## src/hdl/hpr_pkg.sv

```systemverilog
// Package for the host power and reset watchdog block.
// Holds register map, command codes, timing constants, states and carriers.
package hpr_pkg;

    localparam int unsigned CLK_HZ = 10_000_000;
    localparam int unsigned TICK_HZ = 32;
    localparam int unsigned TICK_CYCLES = CLK_HZ / TICK_HZ;

    // Times in milliseconds, converted to 1/32 s ticks
    localparam int unsigned RESET_HOLD_MS = 4000;
    localparam int unsigned PWR_ON_HOLD_MS = 250;
    localparam int unsigned PWR_OFF_HOLD_MS = 4000;
    localparam int unsigned RESET_PULSE_MS = 1000;
    localparam int unsigned EXTEND_MAX_MS = 5000;
    localparam int unsigned WD_UNIT_MS = 1000;
    localparam logic [7:0] RESET_HOLD_TK = 8'((RESET_HOLD_MS * TICK_HZ) / 1000);
    localparam logic [7:0] PWR_ON_HOLD_TK = 8'((PWR_ON_HOLD_MS * TICK_HZ) / 1000);
    localparam logic [7:0] PWR_OFF_HOLD_TK = 8'((PWR_OFF_HOLD_MS * TICK_HZ) / 1000);
    localparam logic [7:0] RESET_PULSE_TK = 8'((RESET_PULSE_MS * TICK_HZ) / 1000);
    localparam logic [7:0] EXTEND_MAX_TK = 8'((EXTEND_MAX_MS * TICK_HZ) / 1000);
    localparam int unsigned WD_SHIFT = 5;
    localparam int unsigned WD_UNIT_TK = (WD_UNIT_MS * TICK_HZ) / 1000;
    localparam logic [7:0] PULSE_LEN_DEFAULT = 8'h20;

    // Wishbone register byte offsets
    localparam logic [7:0] ADR_CMD = 8'h00;
    localparam logic [7:0] ADR_REPLY = 8'h04;
    localparam logic [7:0] ADR_STATUS = 8'h08;
    localparam logic [7:0] ADR_CONFIG = 8'h0c;
    localparam logic [3:0] SEL_ALL = 4'hf;

    // Command and reply codes
    localparam logic [7:0] CMD_SWITCH = 8'h1c;
    localparam logic [7:0] CMD_WATCHDOG = 8'h1d;
    localparam logic [7:0] RPL_OK = 8'h40;
    localparam logic [7:0] RPL_ERR = 8'hc0;
    localparam logic [1:0] LEN_ONE = 2'h1;
    localparam logic [1:0] LEN_TWO = 2'h2;

    // Function mask bits
    localparam int unsigned FN_AUTO_POL = 0;
    localparam int unsigned FN_RESET_INV = 1;
    localparam int unsigned FN_POWER_INV = 2;
    localparam int unsigned FN_BLANK = 4;
    localparam int unsigned FN_KEY_RESET = 5;
    localparam int unsigned FN_KEY_PWR_ON = 6;
    localparam int unsigned FN_KEY_PWR_OFF = 7;
    localparam logic [7:0] FUNC_RESET_VAL = 8'h00;

    typedef enum logic [2:0] {
        MSG_NONE,
        MSG_BOOT,
        MSG_RESET,
        MSG_POWER_ON,
        MSG_POWER_OFF
    } hpr_msg_t;

    typedef enum logic [2:0] {
        ST_IDLE,
        ST_RST_PULSE,
        ST_PWR_PULSE,
        ST_PWR_EXTEND,
        ST_REBOOT
    } hpr_state_t;

    // Command word written to ADR_CMD
    typedef struct packed {
        logic [5:0] pad;
        logic [1:0] len;
        logic [7:0] data1;
        logic [7:0] data0;
        logic [7:0] kind;
    } hpr_cmd_t;

    // Word read from ADR_STATUS
    typedef struct packed {
        logic [7:0] pad;
        logic [7:0] wd_secs;
        logic [5:0] pad2;
        logic rst_drive;
        logic pwr_drive;
        logic wd_en;
        logic lockout;
        hpr_msg_t msg;
        logic backlight;
        logic blank;
        logic sense;
    } hpr_status_t;

endpackage

```

## src/hdl/hpr_sync.sv

```systemverilog
// Two flip-flop synchroniser for a group of pin levels.
// Assumes inputs are quasi-static levels from outside the clock domain.
`timescale 1ns/1ps
module hpr_sync #(
    parameter int unsigned W = 1
) (
    input wire logic i_clk,        // System clock
    input wire logic i_rstn,       // Async reset, active low
    input wire logic [W-1:0] i_d,  // Asynchronous levels
    output logic [W-1:0] o_q       // Synchronised levels
);
    logic [W-1:0] meta_q;

    always_ff @(posedge i_clk or negedge i_rstn) begin
        if (!i_rstn) begin
            meta_q <= '0;
            o_q <= '0;
        end else begin
            meta_q <= i_d;
            o_q <= meta_q;
        end
    end
endmodule

```

## src/hdl/hpr_tick.sv

```systemverilog
// Prescaler giving a one-cycle pulse every CYCLES clocks (1/32 s base).
// Assumes a free-running clock; restart realigns the phase to zero.
`timescale 1ns/1ps
module hpr_tick #(
    parameter int unsigned CYCLES = 312500
) (
    input wire logic i_clk,    // System clock
    input wire logic i_rstn,   // Async reset, active low
    input wire logic i_clear,  // Restart the prescaler
    output logic o_tick        // One-cycle tick pulse
);
    localparam int unsigned CW = (CYCLES > 1) ? $clog2(CYCLES) : 1;
    localparam logic [CW-1:0] LAST = CW'(CYCLES - 1);
    logic [CW-1:0] cnt_q;

    always_ff @(posedge i_clk or negedge i_rstn) begin
        if (!i_rstn) begin
            cnt_q <= '0;
            o_tick <= 1'b0;
        end else if (i_clear) begin
            cnt_q <= '0;
            o_tick <= 1'b0;
        end else begin
            o_tick <= (cnt_q == LAST);
            cnt_q <= (cnt_q == LAST) ? '0 : cnt_q + 1'b1;
        end
    end
endmodule

```

## src/hdl/hpr_top.sv

```systemverilog
// Host power / reset switch controller with keypad actions and watchdog.
// Assumes a classic Wishbone master, pins synchronised here, pad logic
// outside resolving the three-signal pins into tri-state wires.
// Summary of operation
// - Pulse lines idle released, driven only when asserted
// - Host up, confirm held 4 s: reset 1 s
// - Reset shows message, then reboot; commands ignored meanwhile
// - Host down, confirm 0.25 s: power pulse, reboot
// - Host up, cancel held 4 s: power-off pulse
// - Cancel still held extends pulse up to 5 s
// - Blank option, host down: blank display, backlight off
// - Blank option, sense rising: full reboot
// - Mask bits select auto, reset and power polarity
// - Mask bits enable blank and three key functions
// - Switch command 0x1C, one or two bytes, reply 0x5C
// - Second byte is pulse length, default 1 s
// - Watchdog command 0x1D; zero timeout disables it
// - Watchdog expiry pulses host reset with polarity
// - Watchdog off at power-up and after expiry
//
// Our own choices: the placing of the registers and the Wishbone interface to the registers.
`timescale 1ns/1ps
module hpr_top #(
    parameter int unsigned TICK_CYCLES = hpr_pkg::TICK_CYCLES
) (
    input wire logic i_clk,                // 10 MHz system clock
    input wire logic i_rstn,               // Async reset, active low
    input wire logic i_wb_cyc,             // Wishbone cycle
    input wire logic i_wb_stb,             // Wishbone strobe
    input wire logic i_wb_we,              // Wishbone write enable
    input wire logic [7:0] i_wb_adr,       // Wishbone byte address
    input wire logic [31:0] i_wb_dat,      // Wishbone write data
    input wire logic [3:0] i_wb_sel,       // Wishbone byte enables
    output logic [31:0] o_wb_dat,          // Wishbone read data
    output logic o_wb_ack,                 // Wishbone acknowledge
    input wire logic i_host_sense,         // Host-alive sense pin
    input wire logic i_key_confirm,        // Confirm key, high when pressed
    input wire logic i_key_cancel,         // Cancel key, high when pressed
    input wire logic i_pwr_i,              // Power control pin level
    output logic o_pwr_o,                  // Power control drive level
    output logic o_pwr_oe,                 // Power control output enable
    input wire logic i_rst_i,              // Reset control pin level
    output logic o_rst_o,                  // Reset control drive level
    output logic o_rst_oe,                 // Reset control output enable
    output logic o_blank,                  // Display blanked
    output logic o_backlight,              // Backlight on
    output hpr_pkg::hpr_msg_t o_msg,       // Message shown on display
    output logic o_reboot                  // One-cycle self reboot pulse
);
    import hpr_pkg::*;

    logic [3:0] sync_q;
    logic sense, key_ok, key_cancel, pwr_pin, rst_pin;
    logic tick;
    hpr_state_t state_q;
    hpr_msg_t msg_q;
    logic [7:0] func_q, pulse_len_q;
    logic [7:0] ok_cnt_q, cancel_cnt_q, pulse_cnt_q;
    logic pulse_is_on_q;
    logic lockout_q;
    logic sense_prev_q;
    logic wd_en_q;
    logic [12:0] wd_cnt_q;
    logic pwr_idle_q, rst_idle_q;
    logic [7:0] reply_q, reply_seq_q;
    logic [31:0] rdata_q;
    logic ack_q;
    hpr_cmd_t cmd;
    logic cmd_wr, sw_ok, wd_ok, cmd_ok;
    logic go_reset, go_on, go_off, wd_fire, sense_rise;
    hpr_status_t status;

    hpr_sync #(
        .W(4)
    ) u_sync (
        .i_clk(i_clk),
        .i_rstn(i_rstn),
        .i_d({i_rst_i, i_pwr_i, i_key_cancel, i_key_confirm}),
        .o_q(sync_q)
    );

    assign key_ok = sync_q[0];
    assign key_cancel = sync_q[1];
    assign pwr_pin = sync_q[2];
    assign rst_pin = sync_q[3];

    // Sense has its own pair so its previous value can be kept apart
    hpr_sync #(
        .W(1)
    ) u_sense (
        .i_clk(i_clk),
        .i_rstn(i_rstn),
        .i_d(i_host_sense),
        .o_q(sense)
    );

    hpr_tick #(
        .CYCLES(TICK_CYCLES)
    ) u_tick (
        .i_clk(i_clk),
        .i_rstn(i_rstn),
        .i_clear(1'b0),
        .o_tick(tick)
    );

    // Active drive level: auto follows the opposite of the idle level
    function automatic logic drive_level(input logic auto_pol, input logic inv,
                                         input logic idle);
        drive_level = auto_pol ? ~idle : inv;
    endfunction

    // Wishbone: ack one cycle after request, write lands on the ack edge
    always_ff @(posedge i_clk or negedge i_rstn) begin
        if (!i_rstn) begin
            ack_q <= 1'b0;
        end else begin
            ack_q <= i_wb_cyc && i_wb_stb && !ack_q;
        end
    end

    assign cmd = hpr_cmd_t'(i_wb_dat);
    assign cmd_wr = i_wb_cyc && i_wb_stb && i_wb_we && ack_q && (i_wb_adr == ADR_CMD)
                    && (i_wb_sel == SEL_ALL);
    assign sw_ok = (cmd.kind == CMD_SWITCH) && (cmd.len == LEN_ONE || cmd.len == LEN_TWO);
    assign wd_ok = (cmd.kind == CMD_WATCHDOG) && (cmd.len == LEN_ONE);
    assign cmd_ok = cmd_wr && !lockout_q && (sw_ok || wd_ok);

    assign status = '{pad: '0, wd_secs: wd_cnt_q[12:WD_SHIFT], pad2: '0,
                      rst_drive: o_rst_oe, pwr_drive: o_pwr_oe, wd_en: wd_en_q,
                      lockout: lockout_q, msg: msg_q, backlight: o_backlight,
                      blank: o_blank, sense: sense};

    always_ff @(posedge i_clk or negedge i_rstn) begin
        if (!i_rstn) begin
            rdata_q <= '0;
        end else if (i_wb_cyc && i_wb_stb && !i_wb_we && !ack_q) begin
            unique case (i_wb_adr)
                ADR_REPLY: rdata_q <= {16'h0000, reply_seq_q, reply_q};
                ADR_STATUS: rdata_q <= status;
                ADR_CONFIG: rdata_q <= {16'h0000, pulse_len_q, func_q};
                default: rdata_q <= '0;
            endcase
        end
    end

    assign o_wb_ack = ack_q;
    assign o_wb_dat = rdata_q;

    // Replies: type with 0x40 on success, 0xc0 when refused
    always_ff @(posedge i_clk or negedge i_rstn) begin
        if (!i_rstn) begin
            reply_q <= '0;
            reply_seq_q <= '0;
        end else if (cmd_wr) begin
            reply_q <= cmd.kind | (cmd_ok ? RPL_OK : RPL_ERR);
            reply_seq_q <= reply_seq_q + 8'h01;
        end
    end

    // Switch configuration survives a self reboot, as a stored boot state
    always_ff @(posedge i_clk or negedge i_rstn) begin
        if (!i_rstn) begin
            func_q <= FUNC_RESET_VAL;
            pulse_len_q <= PULSE_LEN_DEFAULT;
        end else if (cmd_ok && sw_ok) begin
            func_q <= cmd.data0;
            pulse_len_q <= (cmd.len == LEN_TWO) ? cmd.data1 : PULSE_LEN_DEFAULT;
        end
    end

    // Key hold counters; any release clears, so no action fires early
    always_ff @(posedge i_clk or negedge i_rstn) begin
        if (!i_rstn) begin
            ok_cnt_q <= '0;
            cancel_cnt_q <= '0;
        end else begin
            if (!key_ok || state_q != ST_IDLE) begin
                ok_cnt_q <= '0;
            end else if (tick && ok_cnt_q != RESET_HOLD_TK) begin
                ok_cnt_q <= ok_cnt_q + 8'h01;
            end
            if (!key_cancel || state_q != ST_IDLE) begin
                cancel_cnt_q <= '0;
            end else if (tick && cancel_cnt_q != PWR_OFF_HOLD_TK) begin
                cancel_cnt_q <= cancel_cnt_q + 8'h01;
            end
        end
    end

    assign go_reset = sense && func_q[FN_KEY_RESET] && ok_cnt_q == RESET_HOLD_TK;
    assign go_on = !sense && func_q[FN_KEY_PWR_ON] && ok_cnt_q == PWR_ON_HOLD_TK;
    assign go_off = sense && func_q[FN_KEY_PWR_OFF]
                    && cancel_cnt_q == PWR_OFF_HOLD_TK;
    assign wd_fire = wd_en_q && wd_cnt_q == 13'h0001 && tick;
    assign sense_rise = func_q[FN_BLANK] && sense && !sense_prev_q;

    always_ff @(posedge i_clk or negedge i_rstn) begin
        if (!i_rstn) begin
            sense_prev_q <= 1'b0;
        end else begin
            sense_prev_q <= sense;
        end
    end

    // Sequencer for pulses and self reboot
    always_ff @(posedge i_clk or negedge i_rstn) begin
        if (!i_rstn) begin
            state_q <= ST_IDLE;
            pulse_cnt_q <= '0;
            pulse_is_on_q <= 1'b0;
            msg_q <= MSG_BOOT;
            lockout_q <= 1'b0;
        end else begin
            unique case (state_q)
                ST_IDLE: begin
                    pulse_cnt_q <= '0;
                    if (sense_rise) begin
                        state_q <= ST_REBOOT;
                    end else if (go_reset || (wd_fire && !go_on && !go_off)) begin
                        state_q <= ST_RST_PULSE;
                        msg_q <= MSG_RESET;
                        lockout_q <= 1'b1;
                    end else if (go_on) begin
                        state_q <= ST_PWR_PULSE;
                        pulse_is_on_q <= 1'b1;
                        msg_q <= MSG_POWER_ON;
                    end else if (go_off) begin
                        state_q <= ST_PWR_PULSE;
                        pulse_is_on_q <= 1'b0;
                        msg_q <= MSG_POWER_OFF;
                    end
                end
                ST_RST_PULSE: begin
                    if (tick) begin
                        pulse_cnt_q <= pulse_cnt_q + 8'h01;
                    end
                    if (tick && pulse_cnt_q == RESET_PULSE_TK - 8'h01) begin
                        state_q <= ST_REBOOT;
                    end
                end
                ST_PWR_PULSE: begin
                    if (tick) begin
                        pulse_cnt_q <= pulse_cnt_q + 8'h01;
                    end
                    if (tick && pulse_cnt_q + 8'h01 >= pulse_len_q) begin
                        pulse_cnt_q <= '0;
                        if (pulse_is_on_q) begin
                            state_q <= ST_REBOOT;
                        end else if (key_cancel) begin
                            state_q <= ST_PWR_EXTEND;
                        end else begin
                            state_q <= ST_IDLE;
                            msg_q <= MSG_NONE;
                        end
                    end
                end
                ST_PWR_EXTEND: begin
                    if (tick) begin
                        pulse_cnt_q <= pulse_cnt_q + 8'h01;
                    end
                    if (!key_cancel || (tick && pulse_cnt_q == EXTEND_MAX_TK - 8'h01)) begin
                        state_q <= ST_IDLE;
                        msg_q <= MSG_NONE;
                    end
                end
                ST_REBOOT: begin
                    state_q <= ST_IDLE;
                    msg_q <= MSG_BOOT;
                    lockout_q <= 1'b0;
                    pulse_cnt_q <= '0;
                end
            endcase
        end
    end

    always_ff @(posedge i_clk or negedge i_rstn) begin
        if (!i_rstn) begin
            o_reboot <= 1'b0;
        end else begin
            o_reboot <= (state_q == ST_REBOOT);
        end
    end

    // Watchdog in ticks; stops at one until the sequencer can take it
    always_ff @(posedge i_clk or negedge i_rstn) begin
        if (!i_rstn) begin
            wd_en_q <= 1'b0;
            wd_cnt_q <= '0;
        end else if (cmd_ok && wd_ok) begin
            wd_en_q <= (cmd.data0 != 8'h00);
            wd_cnt_q <= {cmd.data0, WD_SHIFT'(0)};
        end else if (state_q == ST_IDLE && wd_fire && !go_on && !go_off && !sense_rise) begin
            wd_en_q <= 1'b0;
            wd_cnt_q <= '0;
        end else if (state_q == ST_REBOOT) begin
            wd_en_q <= 1'b0;
            wd_cnt_q <= '0;
        end else if (wd_en_q && tick && wd_cnt_q != 13'h0001) begin
            wd_cnt_q <= wd_cnt_q - 13'h0001;
        end
    end

    // Idle levels sampled only while released, for automatic polarity
    always_ff @(posedge i_clk or negedge i_rstn) begin
        if (!i_rstn) begin
            pwr_idle_q <= 1'b1;
            rst_idle_q <= 1'b1;
        end else begin
            if (!o_pwr_oe) begin
                pwr_idle_q <= pwr_pin;
            end
            if (!o_rst_oe) begin
                rst_idle_q <= rst_pin;
            end
        end
    end

    // Pin drivers: released unless a pulse is in progress
    always_ff @(posedge i_clk or negedge i_rstn) begin
        if (!i_rstn) begin
            o_pwr_oe <= 1'b0;
            o_pwr_o <= 1'b0;
            o_rst_oe <= 1'b0;
            o_rst_o <= 1'b0;
        end else begin
            o_pwr_oe <= (state_q == ST_PWR_PULSE) || (state_q == ST_PWR_EXTEND);
            o_rst_oe <= (state_q == ST_RST_PULSE);
            o_pwr_o <= drive_level(func_q[FN_AUTO_POL], func_q[FN_POWER_INV],
                                   pwr_idle_q);
            o_rst_o <= drive_level(func_q[FN_AUTO_POL], func_q[FN_RESET_INV],
                                   rst_idle_q);
        end
    end

    // Display: blank and dark while host is down, keypad still live
    always_ff @(posedge i_clk or negedge i_rstn) begin
        if (!i_rstn) begin
            o_blank <= 1'b0;
            o_backlight <= 1'b1;
            o_msg <= MSG_BOOT;
        end else begin
            o_blank <= func_q[FN_BLANK] && !sense && state_q == ST_IDLE;
            o_backlight <= !(func_q[FN_BLANK] && !sense && state_q == ST_IDLE);
            o_msg <= msg_q;
        end
    end

endmodule

```

## config.mk

```make
export PLATFORM = sky130hd
export DESIGN_NAME = hpr_top
export DESIGN_NICKNAME = d
export VERILOG_FILES = /design/src/hdl/hpr_pkg.sv /design/src/hdl/hpr_sync.sv /design/src/hdl/hpr_tick.sv /design/src/hdl/hpr_top.sv
export SDC_FILE = /design/constraint.sdc
export NUM_CORES = 1
export LEC_CHECK = 0
export BUFFER_PORTS_ARGS = -buffer_cell sky130_fd_sc_hd__buf_4
export CAP_MARGIN = 20
export CORE_ASPECT_RATIO = 2
export CORE_MARGIN = 1.5
export CORE_UTILIZATION = 60
export DETAILED_ROUTE_END_ITERATION = 12
export HOLD_SLACK_MARGIN = 0.06
export PLACE_DENSITY_LB_ADDON = 0.25
export SYNTH_ARGS = -nofsm -noshare
export SYNTH_HDL_FRONTEND = slang
export SYNTH_HIERARCHICAL = 1
export SYNTH_SLANG_ARGS = --single-unit
```

## constraint.sdc

```tcl
create_clock -name i_clk -period 4.3 [get_ports i_clk]
set_input_delay 0.215 -clock i_clk [delete_from_list [all_inputs] [get_ports i_clk]]
set_output_delay 0.215 -clock i_clk [all_outputs]
set_load 0.01 [all_outputs]
```

==> results.md <==
* Clk slew on worst S/H paths at 0.06 ns
* # diodes at 0
* Hold crit path type: input pin to flip-flop
* Status: complete, no violations
* Sum Neg Setup Slack at 0 ns
* Max VDD drop at 0.3642 mV
* DR DRC count at 0
* Hold Buf Count CTS at 26
* Cts repair resizes at 0
* Cell Pwr Density at 333.8 mW/mm^2
* Fmax at 364.1 MHz
* Clock Path Buffers at 2
* Global-route wire length before repair at 28430 microns
* Die area at 0.01288 sq mm
* Register area share after synthesis at 50.15%
* Clock latency at the later pin of the worst-skew pair at 0.42 ns
* Switching power at 0.0007140 W
* H-tree depth at 4
* Final Net Count at 900
* Fin. max-slew vios at 0
* CP arrival at 3.05 ns
* Final Core Density at 74.61%
* Max layer used: met4
* Share of layout cells above drive strength 1 at 19.76%
* Metal2 WL at 9850 microns
* Post-CTS Setup Bufs at 0
* Pleak at 4.260 nW
* Total Routing Usage GR at 28.65%
* Area Growth Syn to Fin at 20.31%
* Largest net degree at the start of global routing at 117
* Core box area at 0.01177 sq mm
* Iter 0 DRT Violations at 330
* Asr flop ratio synth at 100.0%
* Clock Sinks at 146
* Cts bufs inserted at 17
* Crit path max fanout at 5
* Distinct cell type count after synthesis at 78
* DRT antenna net count at 0
* RePlAce Congestion at 0.8583
* Most used cell, CP: ha_1
* Design Area, Final at 0.008782 sq mm
* Startpoint Class: flip-flop
* Slowest-stage cell, CP: dfrtp_1
* Final Hold Fails at 0
* I/O Pins at 97
* WL final at 17540 microns
* Slew headroom at 40.47%
* Post-Syn Area at 0.007300 sq mm
* Post-synth top flop: dfrtp_1
* WHS Path Cells at 3
* Vias at 5893
* Switching Fraction at 24.36%
* Wire length per cell at 17.81 microns
* # placed instances at 925
* Slew at the pin with the worst max-slew slack at 0.8930 ns
* Unrepaired setup endpoints after global routing: no
* DIE WIDTH at 81.00 microns
* Critical Path End Type: flip-flop
* Flop pwr share at 48.1%
* Vias in the first global route at 6231
* Critical Path RT at 4.60 ns
* Reg2reg path depth at 10
* Number of core rows at 56
* Metal1 wirelength at 6016 microns
* Post-synthesis cell count at 721
* Initial core utilization at 62.01%
* Crit-path cells: ha_1 -> and3_1 -> nand3_1 -> xnor2_1 -> ha_1 -> a21o_1 -> a21oi_1 -> o211ai_1 -> nand4_1 -> mux2_1
* Final worst-path cycle share at 63.87%
* Clock skew at 0.007434 ns
* Post-synth EDFFs at 0
* Clock power frac at 46.8%
* Crit path kind: flip-flop to flip-flop
* GR Overflow Total at 0
* Hpwl dp at 12310 microns
* Max_cap viols at 0
* Initial antenna violation count at 0
* DIE HEIGHT at 159.0 microns
* Post-layout min period at 2.747 ns
* Met3 wire len at 776 microns
* I/O Buffers at 82
* FF+latch count, synth at 146
* CP max stage delay at 0.42 ns
* Finished Layout Cells at 985
* Synth warn at 6
* Combinational share of power at 5.1%
* Endpoints failing setup at 0
* TritonCTS clock tree: done
* CTS root buffer: clkbuf_16
* Syn Area/Cell at 10.12 sq um
* Internal power at 0.002217 W
* First-pass iteration count of the detailed router at 5
* Placed cell areas at 0.007931 sq mm
* DR vias/cell at 5.983
[state kept, by name (all words and copies together) (netlist names), 3 cells and up]
name	flops
cancel_cnt_q	8
func_q	8
msg_q	3
o_msg	3
o_wb_dat	24
ok_cnt_q	8
pulse_cnt_q	8
pulse_len_q	8
reply_q	8
reply_seq_q	8
state_q	3
u_sync/meta_q	4
u_sync/o_q	4
u_tick/cnt_q	19
wd_cnt_q	13
[cells in the mapped netlist (4+ instances only)]
cell type / instances / share of area (%)
nor2b_1: 4 / 0.34
and3_1: 13 / 1.1
a22oi_1: 10 / 1.0
a22o_1: 9 / 1.1
o21ai_0: 19 / 1.3
inv_1: 29 / 1.5
o21ai_1: 13 / 0.89
clkbuf_1: 11 / 0.57
nand4_1: 23 / 2.0
buf_4: 8 / 0.82
nand3_1: 28 / 1.9
nor3_1: 12 / 0.82
nor4_1: 11 / 0.94
nand2_1: 105 / 5.4
a21oi_1: 12 / 0.82
buf_6: 5 / 0.77
dfstp_2: 6 / 2.2
buf_2: 9 / 0.62
xnor2_1: 26 / 3.1
mux2_2: 14 / 2.2
dfrtp_1: 140 / 48
nor2_1: 73 / 3.8
xor2_1: 26 / 3.1
nand2b_1: 5 / 0.43
ha_1: 19 / 3.3
mux2i_1: 9 / 1.2
[power groups by stage]
stage	combinational, W	sequential (W)	clock [W]
2_1_floorplan	0.0000493	0.00143	0
3_3_place_gp	0.000123	0.00143	0
3_5_place_dp	0.000127	0.00143	0
4_1_cts	0.000147	0.00141	0.00139
5_1_grt	0.000165	0.00141	0.00145
6_report	0.000150	0.00141	0.00137
[path summary, 6_finish.rpt]
| kind | to | slack [ns] | from |
|---|---|---|---|
| setup / recovery | msg_q[1] | 1.55 | pulse_cnt_q[0] |
| min in group asynchronous | u_sync/o_q[2] | 0.30 | i_rstn |
| hold reg to reg | u_sync/o_q[0] | 0.35 | u_sync/meta_q[0] |
| setup reg to reg | msg_q[1] | 1.55 | pulse_cnt_q[0] |
| max in group asynchronous | pulse_len_q[5] | 2.80 | i_rstn |
| hold / removal | pulse_len_q[4] | 0.06 | i_wb_dat[20] |
[logic make-up (layout without fill, tap and decap cells)]
group | count (synthesis) | count (layout) | synth area share (%)
simple gates | 316 | 316 | 22.59
buf+inv | 64 | 172 | 4.594
fa+ha+maj | 19 | 19 | 3.257
xor+xnor | 52 | 52 | 6.239
compound gates | 99 | 99 | 9.565
flops | 146 | 146 | 50.15
other cells | 1 | 12 | 0.05137
mux | 24 | 24 | 3.548
[placed cells by master, fill, tap and decap left out, types with 13 or more instances in the layout]
cell             n
dfrtp_1        140
nand2_1        105
buf_4           82
nor2_1          73
inv_1           29
nand3_1         28
xor2_1          26
xnor2_1         26
dlygate4sd3_1   26
nand4_1         23
o21ai_0         19
ha_1            19
clkbuf_16       17
mux2_2          14
and3_1          13
o21ai_1         13
[layout make-up]
class                      instances  area [sq um]
sequential                       146          3661
multi-input combinational        522          3353
fill                             822          2989
timing repair buffer             111         925.9
clock buffer                      17         425.4
tap                              145         181.4
clock inverter                    15         126.4
inverter                          29         108.9
[metal layers]
metal | up-vias | track usage [%]
li1 | 2717 | -
met1 | 2883 | 28.33
met2 | 218 | 51.55
met3 | 75 | 5.559
met4 | 0 | 18.89
met5 | - | 0
[stage by stage]
stage / hold WS (ns) / worst slack (ns) / power [W]
2_1_floorplan: -0.08059 / 1.869 / 0.001480
3_3_place_gp: 0.3243 / 1.719 / 0.001557
3_5_place_dp: 0.3256 / 1.615 / 0.001562
4_1_cts: 0.06407 / 1.576 / 0.002950
5_1_grt: 0.06931 / 1.371 / 0.003030
6_report: 0.06177 / 1.553 / 0.002931
[critical path: cells and delay by family (launching register included)]
kind / cells / cell delay [ns]
multiplexers: 1 / 0.34
AO/OA/AOI/OAI: 3 / 0.56
flip-flops: 1 / 0.42
XOR/XNOR: 1 / 0.14
AND/OR/NAND/NOR: 3 / 0.62
adder cells (fa/ha/maj): 2 / 0.53
Note: power is estimated with default switching activity, not from simulation.
